`config.mk`:
```
export PLATFORM = sky130hd
export DESIGN_NAME = pmv_port_ctrl_top
export DESIGN_NICKNAME = d
export VERILOG_FILES = /design/src/pmv_pkg.sv /design/src/pmv_port_ctrl_top.sv /design/src/pmv_port_regs.sv /design/src/pmv_fwd_calc.sv
export SDC_FILE = /design/constraint.sdc
export NUM_CORES = 1
export LEC_CHECK = 0
export BUFFER_PORTS_ARGS = -buffer_cell sky130_fd_sc_hd__buf_2
export CAP_MARGIN = 20
export CORE_UTILIZATION = 47
export DETAILED_ROUTE_END_ITERATION = 8
export PLACE_DENSITY_LB_ADDON = 0.1
export SLEW_MARGIN = 20
export SYNTH_ARGS = -nofsm -noshare
export SYNTH_HDL_FRONTEND = slang
export SYNTH_HIERARCHICAL = 1
export SYNTH_SLANG_ARGS = --single-unit
```
`constraint.sdc`:
```
create_clock -name clk_sys -period 1.6 [get_ports clk_sys]
set_input_delay 0.48 -clock clk_sys [delete_from_list [all_inputs] [get_ports clk_sys]]
set_output_delay 0.48 -clock clk_sys [all_outputs]
set_load 0.02 [all_outputs]
```
`src/pmv_pkg.sv`:
```
// Constants, field layouts and address decode shared by the port mirror / VLAN / flow control register bank.
// Operation
// RULE1: Two 8-bit control registers per port, three ports.
// RULE2: Control-1 bit 7 makes the port the sniffer.
// RULE3: Control-1 bit 6 mirrors received packets to sniffer.
// RULE4: Control-1 bit 5 mirrors transmitted packets to sniffer.
// RULE5: Control-1 bit 4 double-tags every packet.
// RULE6: Software keeps reserved bits at zero.
// RULE7: Control-1 bits 2-0 map ports 3, 2, 1.
// RULE8: Forward only to member ports of source. Mirror copies go to sniffer ports whether members or not.
// RULE9: Control-2 bit 6 drops packets failing VLAN membership.
// RULE10: Control-2 bit 5 drops packets with non-default VID.
// RULE11: Control-2 bit 4 forces flow control, strapped default. Port 3's bit is unstrapped and only stored, port_force_fc[2] is 0.
// RULE12: Own member bit resets 1; outer tag prepended.
`default_nettype none
package pmv_pkg;

  ////////////////////////////////////////////////////////////////////////////////
  // Sizes.

  // Number of switch ports served by the bank.
  localparam int NUM_PORTS = 3;
  // Width of a register and of a VLAN identifier.
  localparam int REG_W = 8;
  localparam int VID_W = 12;
  // Width of a VLAN table entry as presented by the lookup.
  localparam int VT_W = 19;

  ////////////////////////////////////////////////////////////////////////////////
  // Register map.

  // Byte addresses of the six registers.
  localparam logic [7:0] PORT1_MIRROR_VLAN_CTRL_OFS = 8'h11;
  localparam logic [7:0] PORT1_FILTER_FLOW_CTRL_OFS = 8'h12;
  localparam logic [7:0] PORT2_MIRROR_VLAN_CTRL_OFS = 8'h21;
  localparam logic [7:0] PORT2_FILTER_FLOW_CTRL_OFS = 8'h22;
  localparam logic [7:0] PORT3_MIRROR_VLAN_CTRL_OFS = 8'h31;
  localparam logic [7:0] PORT3_FILTER_FLOW_CTRL_OFS = 8'h32;
  // The upper nibble carries the port number, the lower nibble the register.
  localparam logic [3:0] PORT_NIBBLE_BASE = 4'h1;
  localparam logic [3:0] SEL_CTRL1 = 4'h1;
  localparam logic [3:0] SEL_CTRL2 = 4'h2;

  ////////////////////////////////////////////////////////////////////////////////
  // Field positions.

  // Control 1 fields.
  localparam int C1_SNIFFER_BIT = 7;
  localparam int C1_RX_SNIFF_BIT = 6;
  localparam int C1_TX_SNIFF_BIT = 5;
  localparam int C1_DOUBLE_TAG_BIT = 4;
  localparam int C1_MEMBER_LSB = 0;
  // Control 2 fields.
  localparam int C2_INGRESS_FILTER_BIT = 6;
  localparam int C2_DISCARD_NON_PORT_DEFAULT_VID_BIT = 5;
  localparam int C2_FORCE_FC_BIT = 4;
  // Membership field of a VLAN table entry.
  localparam int VT_MEMBER_LSB = 16;

  // Reset values and writable masks.
  localparam logic [7:0] REG_RESET = 8'h00;
  localparam logic [7:0] C1_WR_MASK = 8'hFF;
  // Control 2 bit 7 has no storage and reads zero.
  localparam logic [7:0] C2_WR_MASK = 8'h7F;
  localparam logic [7:0] RD_UNMAPPED = 8'h00;

  ////////////////////////////////////////////////////////////////////////////////
  // Address decode, used by the write strobes and the read multiplexer.

  // True when addr selects register sel of port index port (0 based).
  function automatic logic pmv_hit(input logic [7:0] addr, input logic [1:0] port, input logic [3:0] sel);
    logic [3:0] nib;
    nib = {2'h0, port} + PORT_NIBBLE_BASE;
    return addr == {nib, sel};
  endfunction

endpackage
`default_nettype wire

```
`src/pmv_port_ctrl_top.sv`:
```
// Top of the per-port mirror, VLAN membership and flow control register bank with its packet decision.
`timescale 1ns/1ps
`default_nettype none
module pmv_port_ctrl_top
(
  // Clock and reset.
  input wire logic clk_sys,
  input wire logic nrst,
  // Switch management register interface.
  input wire logic [7:0] reg_addr,
  input wire logic reg_wr,
  input wire logic reg_rd,
  input wire logic [7:0] reg_wdata,
  output logic [7:0] reg_rdata,
  output logic reg_rdata_valid,
  // Strap pins, sampled once after reset release.
  input wire logic port1_member3_strap,
  input wire logic port1_member2_strap,
  input wire logic port2_member3_strap,
  input wire logic port2_member1_strap,
  input wire logic port3_member2_strap,
  input wire logic port3_member1_strap,
  input wire logic port1_force_pause_strap,
  input wire logic port2_force_pause_strap,
  // Packet descriptor from the lookup engine.
  input wire logic pkt_valid,
  input wire logic [1:0] pkt_src_port,
  input wire logic [2:0] pkt_dst_lookup,
  input wire logic [11:0] pkt_vid,
  input wire logic [18:0] pkt_vlan_entry,
  input wire logic [35:0] port_default_vid,
  // Packet decision, one cycle after the descriptor.
  output logic fwd_valid,
  output logic [2:0] fwd_mask,
  output logic fwd_drop,
  output logic fwd_monitored,
  output logic fwd_push_tag,
  output logic [11:0] fwd_tag_vid,
  // Per-port settings to the switch core, bit i for port i+1.
  output logic [2:0] port_sniffer_dest,
  output logic [2:0] port_rx_sniff,
  output logic [2:0] port_tx_sniff,
  output logic [2:0] port_double_tag,
  output logic [8:0] port_member_mask,
  output logic [2:0] port_ingress_filter,
  output logic [2:0] port_discard_non_port_default_vid,
  output logic [2:0] port_force_fc
);

  ////////////////////////////////////////////////////////////////////////////////
  // State.

  // All state of the top in one record.
  typedef struct packed
  {
    logic strap_done;
    logic [7:0] rdata;
    logic rvalid;
    logic fvalid;
    logic [2:0] fmask;
    logic fdrop;
    logic fmon;
    logic fpush;
    logic [11:0] fvid;
    logic [2:0] ffc;
  } pmv_top_state_t;

  // Current and next state.
  pmv_top_state_t st_ff;
  pmv_top_state_t nxt_st;

  // Register contents of each port.
  logic [7:0] ctrl1 [pmv_pkg::NUM_PORTS];
  logic [7:0] ctrl2 [pmv_pkg::NUM_PORTS];
  // Strap vectors per port.
  logic [2:0] strap_member [pmv_pkg::NUM_PORTS];
  logic strap_fc [pmv_pkg::NUM_PORTS];
  // Strap load pulse in the first cycle after reset release.
  logic strap_load;
  // Decision from the combinational calculator.
  logic [2:0] calc_mask;
  logic calc_drop;
  logic calc_mon;
  logic calc_push;
  logic [11:0] calc_vid;
  logic [2:0] calc_member;

  ////////////////////////////////////////////////////////////////////////////////
  // Straps. Own member bit is hard 1; the other two follow the pins.

  // Port 3 has no force strap, its force bit loads zero.
  assign strap_member[0] = {port1_member3_strap, port1_member2_strap, 1'b1}; // [RULE12]
  assign strap_member[1] = {port2_member3_strap, 1'b1, port2_member1_strap}; // [RULE12]
  assign strap_member[2] = {1'b1, port3_member2_strap, port3_member1_strap}; // [RULE12]
  assign strap_fc[0] = port1_force_pause_strap;
  assign strap_fc[1] = port2_force_pause_strap;
  assign strap_fc[2] = 1'b0;
  // The pins are caught by a clocked load after release, never by the reset itself.
  assign strap_load = !st_ff.strap_done;

  ////////////////////////////////////////////////////////////////////////////////
  // Per-port register pairs.
  for (genvar gi = 0; gi < pmv_pkg::NUM_PORTS; gi++)
  begin : g_port
    // Write strobes decoded from the register address.
    logic wr1;
    logic wr2;
    assign wr1 = reg_wr && pmv_pkg::pmv_hit(reg_addr, 2'(gi), pmv_pkg::SEL_CTRL1); // [RULE1]
    assign wr2 = reg_wr && pmv_pkg::pmv_hit(reg_addr, 2'(gi), pmv_pkg::SEL_CTRL2); // [RULE1]

    // Storage of this port.
    pmv_port_regs u_regs
    (
      .clk_sys(clk_sys),
      .nrst(nrst),
      .strap_load(strap_load),
      .strap_member(strap_member[gi]),
      .strap_force_fc(strap_fc[gi]),
      .wr_ctrl1(wr1),
      .wr_ctrl2(wr2),
      .wdata(reg_wdata),
      .ctrl1(ctrl1[gi]),
      .ctrl2(ctrl2[gi])
    );

    // Fields to the switch core, taken straight from the register flops.
    assign port_sniffer_dest[gi] = ctrl1[gi][pmv_pkg::C1_SNIFFER_BIT]; // [RULE2]
    assign port_rx_sniff[gi] = ctrl1[gi][pmv_pkg::C1_RX_SNIFF_BIT]; // [RULE3]
    assign port_tx_sniff[gi] = ctrl1[gi][pmv_pkg::C1_TX_SNIFF_BIT]; // [RULE4]
    assign port_double_tag[gi] = ctrl1[gi][pmv_pkg::C1_DOUBLE_TAG_BIT]; // [RULE5]
    assign port_member_mask[3*gi +: 3] = ctrl1[gi][pmv_pkg::C1_MEMBER_LSB +: 3]; // [RULE7]
    assign port_ingress_filter[gi] = ctrl2[gi][pmv_pkg::C2_INGRESS_FILTER_BIT]; // [RULE9]
    assign port_discard_non_port_default_vid[gi] = ctrl2[gi][pmv_pkg::C2_DISCARD_NON_PORT_DEFAULT_VID_BIT]; // [RULE10]
  end

  ////////////////////////////////////////////////////////////////////////////////
  // Packet decision.
  pmv_fwd_calc u_calc
  (
    .src_port(pkt_src_port),
    .dst_lookup(pkt_dst_lookup),
    .pkt_vid(pkt_vid),
    .vlan_entry(pkt_vlan_entry),
    .port_default_vid(port_default_vid),
    .sniffer_dest(port_sniffer_dest),
    .rx_sniff(port_rx_sniff),
    .tx_sniff(port_tx_sniff),
    .double_tag(port_double_tag),
    .member_mask(port_member_mask),
    .ingress_filter(port_ingress_filter),
    .discard_non_port_default_vid(port_discard_non_port_default_vid),
    .fwd_mask(calc_mask),
    .drop(calc_drop),
    .monitored(calc_mon),
    .push_tag(calc_push),
    .tag_vid(calc_vid),
    .src_member(calc_member)
  );

  ////////////////////////////////////////////////////////////////////////////////
  // Next state: read data, registered decision, flow control outputs.
  always_comb
  begin
    nxt_st = st_ff;
    nxt_st.strap_done = 1'b1;
    nxt_st.rvalid = reg_rd;
    // Read multiplexer; unmapped addresses answer zero.
    if (reg_rd)
    begin
      nxt_st.rdata = pmv_pkg::RD_UNMAPPED;
      for (int i = 0; i < pmv_pkg::NUM_PORTS; i++)
      begin
        if (pmv_pkg::pmv_hit(reg_addr, 2'(i), pmv_pkg::SEL_CTRL1))
        begin
          nxt_st.rdata = ctrl1[i]; // [RULE1]
        end
        else if (pmv_pkg::pmv_hit(reg_addr, 2'(i), pmv_pkg::SEL_CTRL2))
        begin
          nxt_st.rdata = ctrl2[i]; // [RULE1]
        end
      end
    end
    // Decision is held between packets; fwd_valid marks a fresh one.
    nxt_st.fvalid = pkt_valid;
    if (pkt_valid)
    begin
      nxt_st.fmask = calc_mask;
      nxt_st.fdrop = calc_drop;
      nxt_st.fmon = calc_mon;
      nxt_st.fpush = calc_push;
      nxt_st.fvid = calc_vid;
    end
    // Port 3 force bit is storage only; its flow control output is tied to zero.
    nxt_st.ffc = {1'b0, ctrl2[1][pmv_pkg::C2_FORCE_FC_BIT], ctrl2[0][pmv_pkg::C2_FORCE_FC_BIT]}; // [RULE11]
  end

  // State register.
  always_ff @(posedge clk_sys or negedge nrst)
  begin
    if (!nrst)
    begin
      st_ff <= '0;
    end
    else
    begin
      st_ff <= nxt_st;
    end
  end

  // Outputs from the flops.
  assign reg_rdata = st_ff.rdata;
  assign reg_rdata_valid = st_ff.rvalid;
  assign fwd_valid = st_ff.fvalid;
  assign fwd_mask = st_ff.fmask;
  assign fwd_drop = st_ff.fdrop;
  assign fwd_monitored = st_ff.fmon;
  assign fwd_push_tag = st_ff.fpush;
  assign fwd_tag_vid = st_ff.fvid;
  assign port_force_fc = st_ff.ffc;

  ////////////////////////////////////////////////////////////////////////////////
  // Checks.

  // An unmapped read answers zero next cycle.
  property p_rd_unmapped;
    @(posedge clk_sys) disable iff (!nrst)
    reg_rd && (reg_addr == 8'h00) |=> reg_rdata_valid && (reg_rdata == pmv_pkg::RD_UNMAPPED);
  endproperty
  a_rd_unmapped: assert property (p_rd_unmapped) else $error("unmapped read not zero"); // [RULE1]

  // A write to port 2 control 1, one idle cycle, then a read returns the written byte.
  property p_rd_back;
    @(posedge clk_sys) disable iff (!nrst)
    reg_wr && !reg_rd && !strap_load && (reg_addr == pmv_pkg::PORT2_MIRROR_VLAN_CTRL_OFS)
      ##1 !reg_wr ##1 reg_rd && !reg_wr && (reg_addr == pmv_pkg::PORT2_MIRROR_VLAN_CTRL_OFS)
      |=> reg_rdata == $past(reg_wdata, 3);
  endproperty
  a_rd_back: assert property (p_rd_back) else $error("readback mismatch"); // [RULE1]

  // Port 3 control 2 bit 7 always reads zero.
  property p_c2_rsvd;
    @(posedge clk_sys) disable iff (!nrst)
    reg_rd && (reg_addr == pmv_pkg::PORT3_FILTER_FLOW_CTRL_OFS) |=> !reg_rdata[7];
  endproperty
  a_c2_rsvd: assert property (p_c2_rsvd) else $error("reserved bit set"); // [RULE1]

  // Member mask write lands in bit order 3, 2, 1.
  property p_member_wr;
    @(posedge clk_sys) disable iff (!nrst)
    reg_wr && !strap_load && (reg_addr == pmv_pkg::PORT1_MIRROR_VLAN_CTRL_OFS)
      |=> port_member_mask[2:0] == $past(reg_wdata[2:0]);
  endproperty
  a_member_wr: assert property (p_member_wr) else $error("member mask not stored"); // [RULE7]

  // Receive sniff sends a copy to every other sniffer port.
  property p_rx_mirror;
    @(posedge clk_sys) disable iff (!nrst)
    pkt_valid && !calc_drop && (pkt_src_port == 2'h0) && port_rx_sniff[0]
      |=> fwd_monitored && ((fwd_mask & $past(port_sniffer_dest) & 3'h6) == ($past(port_sniffer_dest) & 3'h6));
  endproperty
  a_rx_mirror: assert property (p_rx_mirror) else $error("rx mirror copy missing"); // [RULE2] [RULE3]

  // Transmit sniff on an egress port marks the packet monitored.
  property p_tx_mirror;
    @(posedge clk_sys) disable iff (!nrst)
    pkt_valid && !calc_drop && ((calc_member & pkt_dst_lookup & port_tx_sniff & ~(3'h1 << pkt_src_port)) != 3'h0)
      |=> fwd_monitored;
  endproperty
  a_tx_mirror: assert property (p_tx_mirror) else $error("tx mirror not marked"); // [RULE4]

  // Unmonitored traffic stays inside the source membership.
  property p_membership;
    @(posedge clk_sys) disable iff (!nrst)
    pkt_valid && !calc_mon |=> (fwd_mask & ~$past(calc_member)) == 3'h0;
  endproperty
  a_membership: assert property (p_membership) else $error("forward outside membership"); // [RULE8]

  // Ingress VLAN filter drops a non-member packet with an empty mask.
  property p_vlan_drop;
    @(posedge clk_sys) disable iff (!nrst)
    pkt_valid && (pkt_src_port == 2'h1) && port_ingress_filter[1] && !pkt_vlan_entry[pmv_pkg::VT_MEMBER_LSB + 1]
      |=> fwd_valid && fwd_drop && (fwd_mask == 3'h0);
  endproperty
  a_vlan_drop: assert property (p_vlan_drop) else $error("vlan filter missed"); // [RULE9]

  // Non-default VID is dropped when discard is on.
  property p_port_default_vid_drop;
    @(posedge clk_sys) disable iff (!nrst)
    pkt_valid && (pkt_src_port == 2'h2) && port_discard_non_port_default_vid[2] && (pkt_vid != port_default_vid[35:24])
      |=> fwd_drop && !fwd_push_tag;
  endproperty
  a_port_default_vid_drop: assert property (p_port_default_vid_drop) else $error("non-default vid kept"); // [RULE10]

  // Double tag follows the ingress port setting with its default VID.
  property p_dbl_tag;
    @(posedge clk_sys) disable iff (!nrst)
    pkt_valid && !calc_drop && (pkt_src_port == 2'h0)
      |=> (fwd_push_tag == $past(port_double_tag[0])) && (fwd_tag_vid == $past(port_default_vid[11:0]));
  endproperty
  a_dbl_tag: assert property (p_dbl_tag) else $error("double tag wrong"); // [RULE5] [RULE12]

  // Forced flow control follows the bit a cycle later; port 3 never forces.
  property p_force_fc;
    @(posedge clk_sys) disable iff (!nrst)
    ##1 (port_force_fc[1] == $past(ctrl2[1][pmv_pkg::C2_FORCE_FC_BIT])) && !port_force_fc[2];
  endproperty
  a_force_fc: assert property (p_force_fc) else $error("force flow control wrong"); // [RULE11]

  // After the strap load each port is a member of itself.
  property p_strap_self;
    @(posedge clk_sys) disable iff (!nrst)
    $rose(st_ff.strap_done) |-> port_member_mask[0] && port_member_mask[4] && port_member_mask[8]
      && (port_member_mask[2:1] == {port1_member3_strap, port1_member2_strap});
  endproperty
  a_strap_self: assert property (p_strap_self) else $error("strap defaults wrong"); // [RULE12]

  // Main scenarios.
  c_mirror: cover property (@(posedge clk_sys) disable iff (!nrst) fwd_valid && fwd_monitored);
  c_drop: cover property (@(posedge clk_sys) disable iff (!nrst) fwd_valid && fwd_drop);
  c_wr_rd: cover property (@(posedge clk_sys) disable iff (!nrst) reg_wr ##1 reg_rd ##1 reg_rdata_valid);

endmodule
`default_nettype wire

```
`src/pmv_port_regs.sv`:
```
// Storage of the two control registers of one switch port, with strap defaults.
`timescale 1ns/1ps
`default_nettype none
module pmv_port_regs
(
  // Clock and reset.
  input wire logic clk_sys,
  input wire logic nrst,
  // Load of strap defaults, one pulse after reset release.
  input wire logic strap_load,
  input wire logic [2:0] strap_member,
  input wire logic strap_force_fc,
  // Write strobes and data.
  input wire logic wr_ctrl1,
  input wire logic wr_ctrl2,
  input wire logic [7:0] wdata,
  // Register contents.
  output logic [7:0] ctrl1,
  output logic [7:0] ctrl2
);

  // All state of this port.
  typedef struct packed
  {
    logic [7:0] c1;
    logic [7:0] c2;
  } pmv_port_state_t;

  // Current and next state.
  pmv_port_state_t st_ff;
  pmv_port_state_t nxt_st;

  ////////////////////////////////////////////////////////////////////////////////
  // Next state. The strap load wins over a write in the same cycle, which can
  // only happen if software ignores the one-cycle settling time after reset.
  always_comb
  begin
    nxt_st = st_ff;
    if (strap_load)
    begin
      // Own member bit comes in already set from the strap vector. [RULE12]
      nxt_st.c1 = pmv_pkg::REG_RESET;
      nxt_st.c1[pmv_pkg::C1_MEMBER_LSB +: 3] = strap_member; // [RULE7]
      nxt_st.c2 = pmv_pkg::REG_RESET;
      nxt_st.c2[pmv_pkg::C2_FORCE_FC_BIT] = strap_force_fc; // [RULE11]
    end
    else
    begin
      // Plain stores; the reserved bit 3 of control 1 is kept as written.
      if (wr_ctrl1)
      begin
        nxt_st.c1 = wdata & pmv_pkg::C1_WR_MASK; // [RULE1]
      end
      if (wr_ctrl2)
      begin
        nxt_st.c2 = wdata & pmv_pkg::C2_WR_MASK; // [RULE1]
      end
    end
  end

  // State register.
  always_ff @(posedge clk_sys or negedge nrst)
  begin
    if (!nrst)
    begin
      st_ff <= {pmv_pkg::REG_RESET, pmv_pkg::REG_RESET};
    end
    else
    begin
      st_ff <= nxt_st;
    end
  end

  // Outputs straight from the flops.
  assign ctrl1 = st_ff.c1;
  assign ctrl2 = st_ff.c2;

endmodule
`default_nettype wire

```
`src/pmv_fwd_calc.sv`:
```
// Combinational forwarding, mirroring, filtering and tagging decision for one packet.
`timescale 1ns/1ps
`default_nettype none
module pmv_fwd_calc
(
  // Packet descriptor.
  input wire logic [1:0] src_port,
  input wire logic [2:0] dst_lookup,
  input wire logic [11:0] pkt_vid,
  input wire logic [18:0] vlan_entry,
  input wire logic [35:0] port_default_vid,
  // Per-port settings, bit i for port index i.
  input wire logic [2:0] sniffer_dest,
  input wire logic [2:0] rx_sniff,
  input wire logic [2:0] tx_sniff,
  input wire logic [2:0] double_tag,
  input wire logic [8:0] member_mask,
  input wire logic [2:0] ingress_filter,
  input wire logic [2:0] discard_non_port_default_vid,
  // Decision.
  output logic [2:0] fwd_mask,
  output logic drop,
  output logic monitored,
  output logic push_tag,
  output logic [11:0] tag_vid,
  output logic [2:0] src_member
);

  // Working values.
  logic [2:0] src_bit;
  logic [2:0] base;
  logic [2:0] mirror;
  logic drop_vlan;
  logic drop_port_default_vid;
  int idx;

  ////////////////////////////////////////////////////////////////////////////////
  // Decision. A source index outside the three ports is dropped outright.
  always_comb
  begin
    idx = int'(src_port);
    src_bit = 3'h0;
    src_member = 3'h0;
    tag_vid = 12'h000;
    base = 3'h0;
    mirror = 3'h0;
    drop_vlan = 1'b0;
    drop_port_default_vid = 1'b0;
    drop = 1'b1;
    monitored = 1'b0;
    push_tag = 1'b0;
    fwd_mask = 3'h0;
    if (idx < pmv_pkg::NUM_PORTS)
    begin
      src_bit[idx] = 1'b1;
      src_member = member_mask[3*idx +: 3];
      tag_vid = port_default_vid[pmv_pkg::VID_W*idx +: pmv_pkg::VID_W];
      // Normal traffic never leaves through a non-member or its own port. [RULE8]
      base = dst_lookup & src_member & ~src_bit;
      // Ingress filter checks the VLAN entry's port membership. [RULE9]
      drop_vlan = ingress_filter[idx] && !vlan_entry[pmv_pkg::VT_MEMBER_LSB + idx];
      // Non-default VID discard. [RULE10]
      drop_port_default_vid = discard_non_port_default_vid[idx] && (pkt_vid != tag_vid);
      drop = drop_vlan || drop_port_default_vid;
      // Receive sniff on the source or transmit sniff on any egress. [RULE3] [RULE4]
      monitored = !drop && (rx_sniff[idx] || ((base & tx_sniff) != 3'h0));
      // Copies go to every sniffer port except the one it came from. [RULE2]
      mirror = monitored ? (sniffer_dest & ~src_bit) : 3'h0;
      fwd_mask = drop ? 3'h0 : (base | mirror);
      // Outer tag is pushed ahead of any tag already carried. [RULE5] [RULE12]
      push_tag = !drop && double_tag[idx];
    end
  end

endmodule
`default_nettype wire

```
; After elaboration in Yosys (flattened, before gate mapping)
; Index checks and enable logic that the tools add are counted.
; W data, S select, Z words.
[word_totals]
output_inout_bits = 58
inputBits = 101
ff_bits = 79
wordCells = 95
[op_classes]
n_reduce_logical = 16
n_mul = 2
n_addsub = 1
mux = 35
n_lt_le_gt_ge = 4
n_shift = 2
bitwise = 6
n_eq_ne = 13
[op_table]
columns = op, n
row1 = $mux W8, 12
row2 = $mux W16, 3
row3 = $shiftx A36 B32 Y12, 1
row4 = $eq A8 B6 Y1 const B, 4
row5 = $lt A32 B7 Y1 const B, 1
row6 = $shiftx A9 B32 Y3, 1
row7 = $eq A8 B5 Y1 const B, 2
row8 = $and A3 B3 Y3, 4
row9 = $mux W12, 1
row10 = $ne A12 B12 Y1, 1
row11 = $ne A2 B1 Y1 const B, 6
row12 = $logic_and A1 B1 Y1, 11
row13 = $mux W1, 10
row14 = $mux W3, 3
row15 = $bmux W1 S2, 4
row16 = $mul A2 B2 Y4 const A, 2
row17 = $add A5 B2 Y6 const A, 1
row18 = $bmux W1 S5, 1
row19 = $lt A2 B3 Y1 const B, 1
row20 = $not A3 Y3, 1
row21 = $or A3 B3 Y3, 1
row22 = $reduce_bool A3 Y1, 1
row23 = $demux W1 S2, 1
row24 = $ge A2 B1 Y1 const B, 1
row25 = 3 further kinds, 5

; Longest topological paths before layout
[logic_depth]
ltp_word = 14
depth_mapped = 11
ltp_nobuf = 8

; Hierarchy
; The synthesis kept the hierarchy.
[by_module_without_submodules]
columns = mod, area_per_inst_um2, cells_per_inst, n_inst
row1 = pmv_port_regs, 651.9, 55, 3
row2 = pmv_port_ctrl_top, 1885.6, 201, 1
row3 = pmv_fwd_calc, 1094.8, 156, 1

; Worst setup path before layout
; No wires, ideal clock.
[synth_timing]
path_type = input -> register
start = input port pkt_src_port[1]
end = register st_ff, in the netlist fwd_mask[0]
t_arrival_ns = 2.327
stages = 9
slack_ns = -0.792
cell_sequence = buf_6 > mux2_4 > nor3_1 > o22ai_1 > or4_4 > o31ai_4 > o211ai_2 > a21oi_2 > mux2_2
[synth_via]
elab_chain_cells = 14
[synth_rtl]
columns = item, line_no
row1 = start: declaration, pmv_port_ctrl_top.sv:27  ; input wire logic [1:0] pkt_src_port,
row2 = "parallel branches: the longest is 13 deep, another holds $mul A2 B2 Y4", n/a
row3 = $mux W3 (*), pmv_fwd_calc.sv:53  ; if (idx < pmv_pkg::NUM_PORTS)
row4 = named net calc_mask[0], pmv_port_ctrl_top.sv:81  ; logic [2:0] calc_mask;
row5 = end signal: assignment, pmv_port_ctrl_top.sv:206  ; st_ff <= nxt_st;
row6 = end: declaration, pmv_port_ctrl_top.sv:69  ; pmv_top_state_t st_ff;
; Mark *: on every way through the listed nets, which the timed path passes. The select of a mux whose other input is x is not followed.
; A chain may end at the register's enable or synchronous reset.

; Worst setup path after layout
[layout_timing]
start = input port pkt_src_port[1]
end = register st_ff, in the netlist fwd_mask[2]
; The elaborated chain is that of the path after synthesis.

==> flow_summary.json <==
{
  "io_buffers": 141,
  "hold_buffers": 0,
  "yosysWarnings": 6,
  "finalHoldViolations": 0,
  "antenna_found_initial": 0,
  "violations": "negative setup slack",
  "slowest_stage": "or4_4",
  "h-tree-depth": 3,
  "p_int_uw": 3387,
  "total_power_uw": 4761,
  "syn_area_per_cell_um2": 9.513,
  "fill_cells": 805,
  "dp_cells": 792,
  "dpl.hpwl_um": 9737,
  "wl_met1_um": 5864,
  "critPathKind": "in2reg",
  "ir_drop_v": 0.0005472,
  "rsz0062_at_grt": "true",
  "regArea_mm2": 0.001902,
  "setup_violations": 6,
  "pwr-share-comb_pct": 21.4,
  "ios": 159,
  "clock-sinks": 76,
  "p_clk_share_pct": 35.0,
  "first_global_vias": 4463,
  "drc": 0,
  "worst-path-stages": 9,
  "synth.cell_area_mm2": 0.004890,
  "cp-end-kind": "flop",
  "grt_pass1_wl_um": 22560,
  "rr_startpoint": "g_port[0].u_regs/ctrl1[1]",
  "viasPerCell": 5.344,
  "grtUsageTotal_pct": 26.05,
  "syn2layout_area_growth_pct": 33.24,
  "critical_path_buf_inv_count": 1,
  "coreArea_mm2": 0.009910,
  "vias": 4334,
  "top_layer": "met4",
  "switching_power_uw": 1374,
  "diodes": 0,
  "drt_wl_total_um": 13630,
  "drive_above_1_share_pct": 42.92,
  "first_pass_iters": 4,
  "drtAntennaViolNets": 0,
  "start_kind": "input pin",
  "finClkSkew_ns": 0.01192,
  "cts_buffer_depth": 2,
  "syn_inst": 514,
  "grt_max_degree": 77,
  "final_cells": 811,
  "die-area_mm2": 0.01082,
  "start_util_pct": 49.34,
  "drtIter0Drc": 201,
  "crit_chain": "buf_12, mux2_4, nor3_2, o22ai_1, or4_4, o31ai_4, nand3_1, a21oi_1, mux2_4",
  "reg2reg_to": "fwd_mask[2]",
  "gp_congestion": 0.8534,
  "num-nets-final": 774,
  "grt-ovfl-total": 0,
  "rows": 36,
  "p_per_area_mw_per_mm2": 730.7,
  "fin_crit_ns": 2.110,
  "multi_input_area_mm2": 0.002723,
  "r2r_setup_slack_ns": -0.27,
  "critPathTopFamily": "simple AND/OR/NAND/NOR gates",
  "crit_path_max_incr_delay_ns": 0.56,
  "slew_violations": 0,
  "worst_slack_ns": -0.5101,
  "wl_met2_um": 6724,
  "status": "finished with violations",
  "holdWs_ns": 0.1223,
  "swShare_pct": 28.85,
  "wl_per_cell_um": 16.81,
  "r2r_cells": 8,
  "clk_latency_ns": 0.36,
  "cts_buffers": 9,
  "max_freq_ghz": 0.4739,
  "path_clk_slew_ns": 0.08,
  "die_y_um": 104,
  "timing.final.crit_share_pct": 131.9,
  "cap_violations": 0,
  "pwr-share-seq_pct": 43.6,
  "arrival_ns": 2.40,
  "cts-root-buf": "clkbuf_8",
  "power_leakage_uw": 0.003058,
  "cts_tree": "done",
  "hold_class": "in2async",
  "dr_wl_met3_um": 809,
  "chipWidth_um": 104,
  "crit_required_ns": 1.89,
  "cp_max_fo": 5,
  "crit_top_cell": "mux2_4"
}
## power groups by stage
| stage | Combinational [uW] | Clock [uW] | Sequential, uW |
|---|---|---|---|
| 6_report | 1020 | 1670 | 2070 |
| 4_1_cts | 1000 | 1700 | 2070 |
| 3_5_place_dp | 956 | 0 | 2110 |
| 5_1_grt | 1110 | 1780 | 2090 |
| 2_1_floorplan | 592 | 0 | 2130 |
| 3_3_place_gp | 940 | 0 | 2110 |
## final cells by class
cell class | instances | area share, %
multi-input combinational | 371 | 41.79
sequential | 76 | 29.19
timing repair buffer | 210 | 22.76
tap | 133 | 2.554
clock buffer | 9 | 1.901
clock inverter | 7 | 1.517
inverter | 5 | 0.2881
## metrics by stage
step	utilization [%]	setup TNS [ns]	cell area, um2	worst slack [ns]
final	65.74	-2.742	6515	-0.5101
after global routing	65.74	-3.040	6515	-0.5616
after CTS	65.03	-2.874	6444	-0.5407
after detailed placement	61.15	-22.57	6060	-1.161
after global placement	61.15	-20.56	6060	-1.057
after floorplan	-	-8.467	5086	-0.7292
## worst register-to-register path: cells and delay by family, from the launching register on
family / cells / cell delay, ns
compound gates: 2 / 0.48
mux: 2 / 0.27
flops: 1 / 0.41
simple gates: 4 / 0.66
## registers in the layout, summed over array words and instances, names as in the netlist, 2 cells and up
register / count
g_port.u_regs/ctrl2: 21
fwd_mask: 3
reg_rdata: 8
port_force_fc: 2
fwd_tag_vid: 12
g_port.u_regs/ctrl1: 24
## per-layer routing
layer  GRT usage (%)  up-vias
met1           32.36     2070
met4           8.367        0
met5               0        -
met2           44.76      150
met3           5.890       19
li1                -     2095
## cell usage in the layout (no fill, tap or decap), drive strengths merged, types with 10 or more instances in the layout
cell type,count
a21oi,34
and4b,10
buf,210
dfrtp,76
mux2,27
mux2i,54
nand2,27
nand3,10
nor2,61
nor2b,18
o21ai,37
## worst max-delay path by stage
stage          slack, ns       startpoint           to
6_report           -0.51  pkt_src_port[1]  fwd_mask[2]
5_1_grt            -0.56  pkt_src_port[1]  fwd_mask[2]
4_1_cts            -0.54  pkt_src_port[1]  fwd_mask[2]
3_3_place_gp       -1.06  pkt_src_port[1]  fwd_mask[0]
2_1_floorplan      -0.73  pkt_src_port[1]  fwd_mask[0]
3_5_place_dp       -1.16  pkt_src_port[1]  fwd_mask[1]
## timing repair
action | 4_1_cts | 5_1_grt
setup endpoints to repair | 6 | 21
setup buffers | 1 | 0
gates cloned | 2 | 0
gates resized for setup | 26 | 24
endpoints found under the hold margin | 0 | 0
pin swaps | 10 | 10
(Power assumes the default switching activity.)
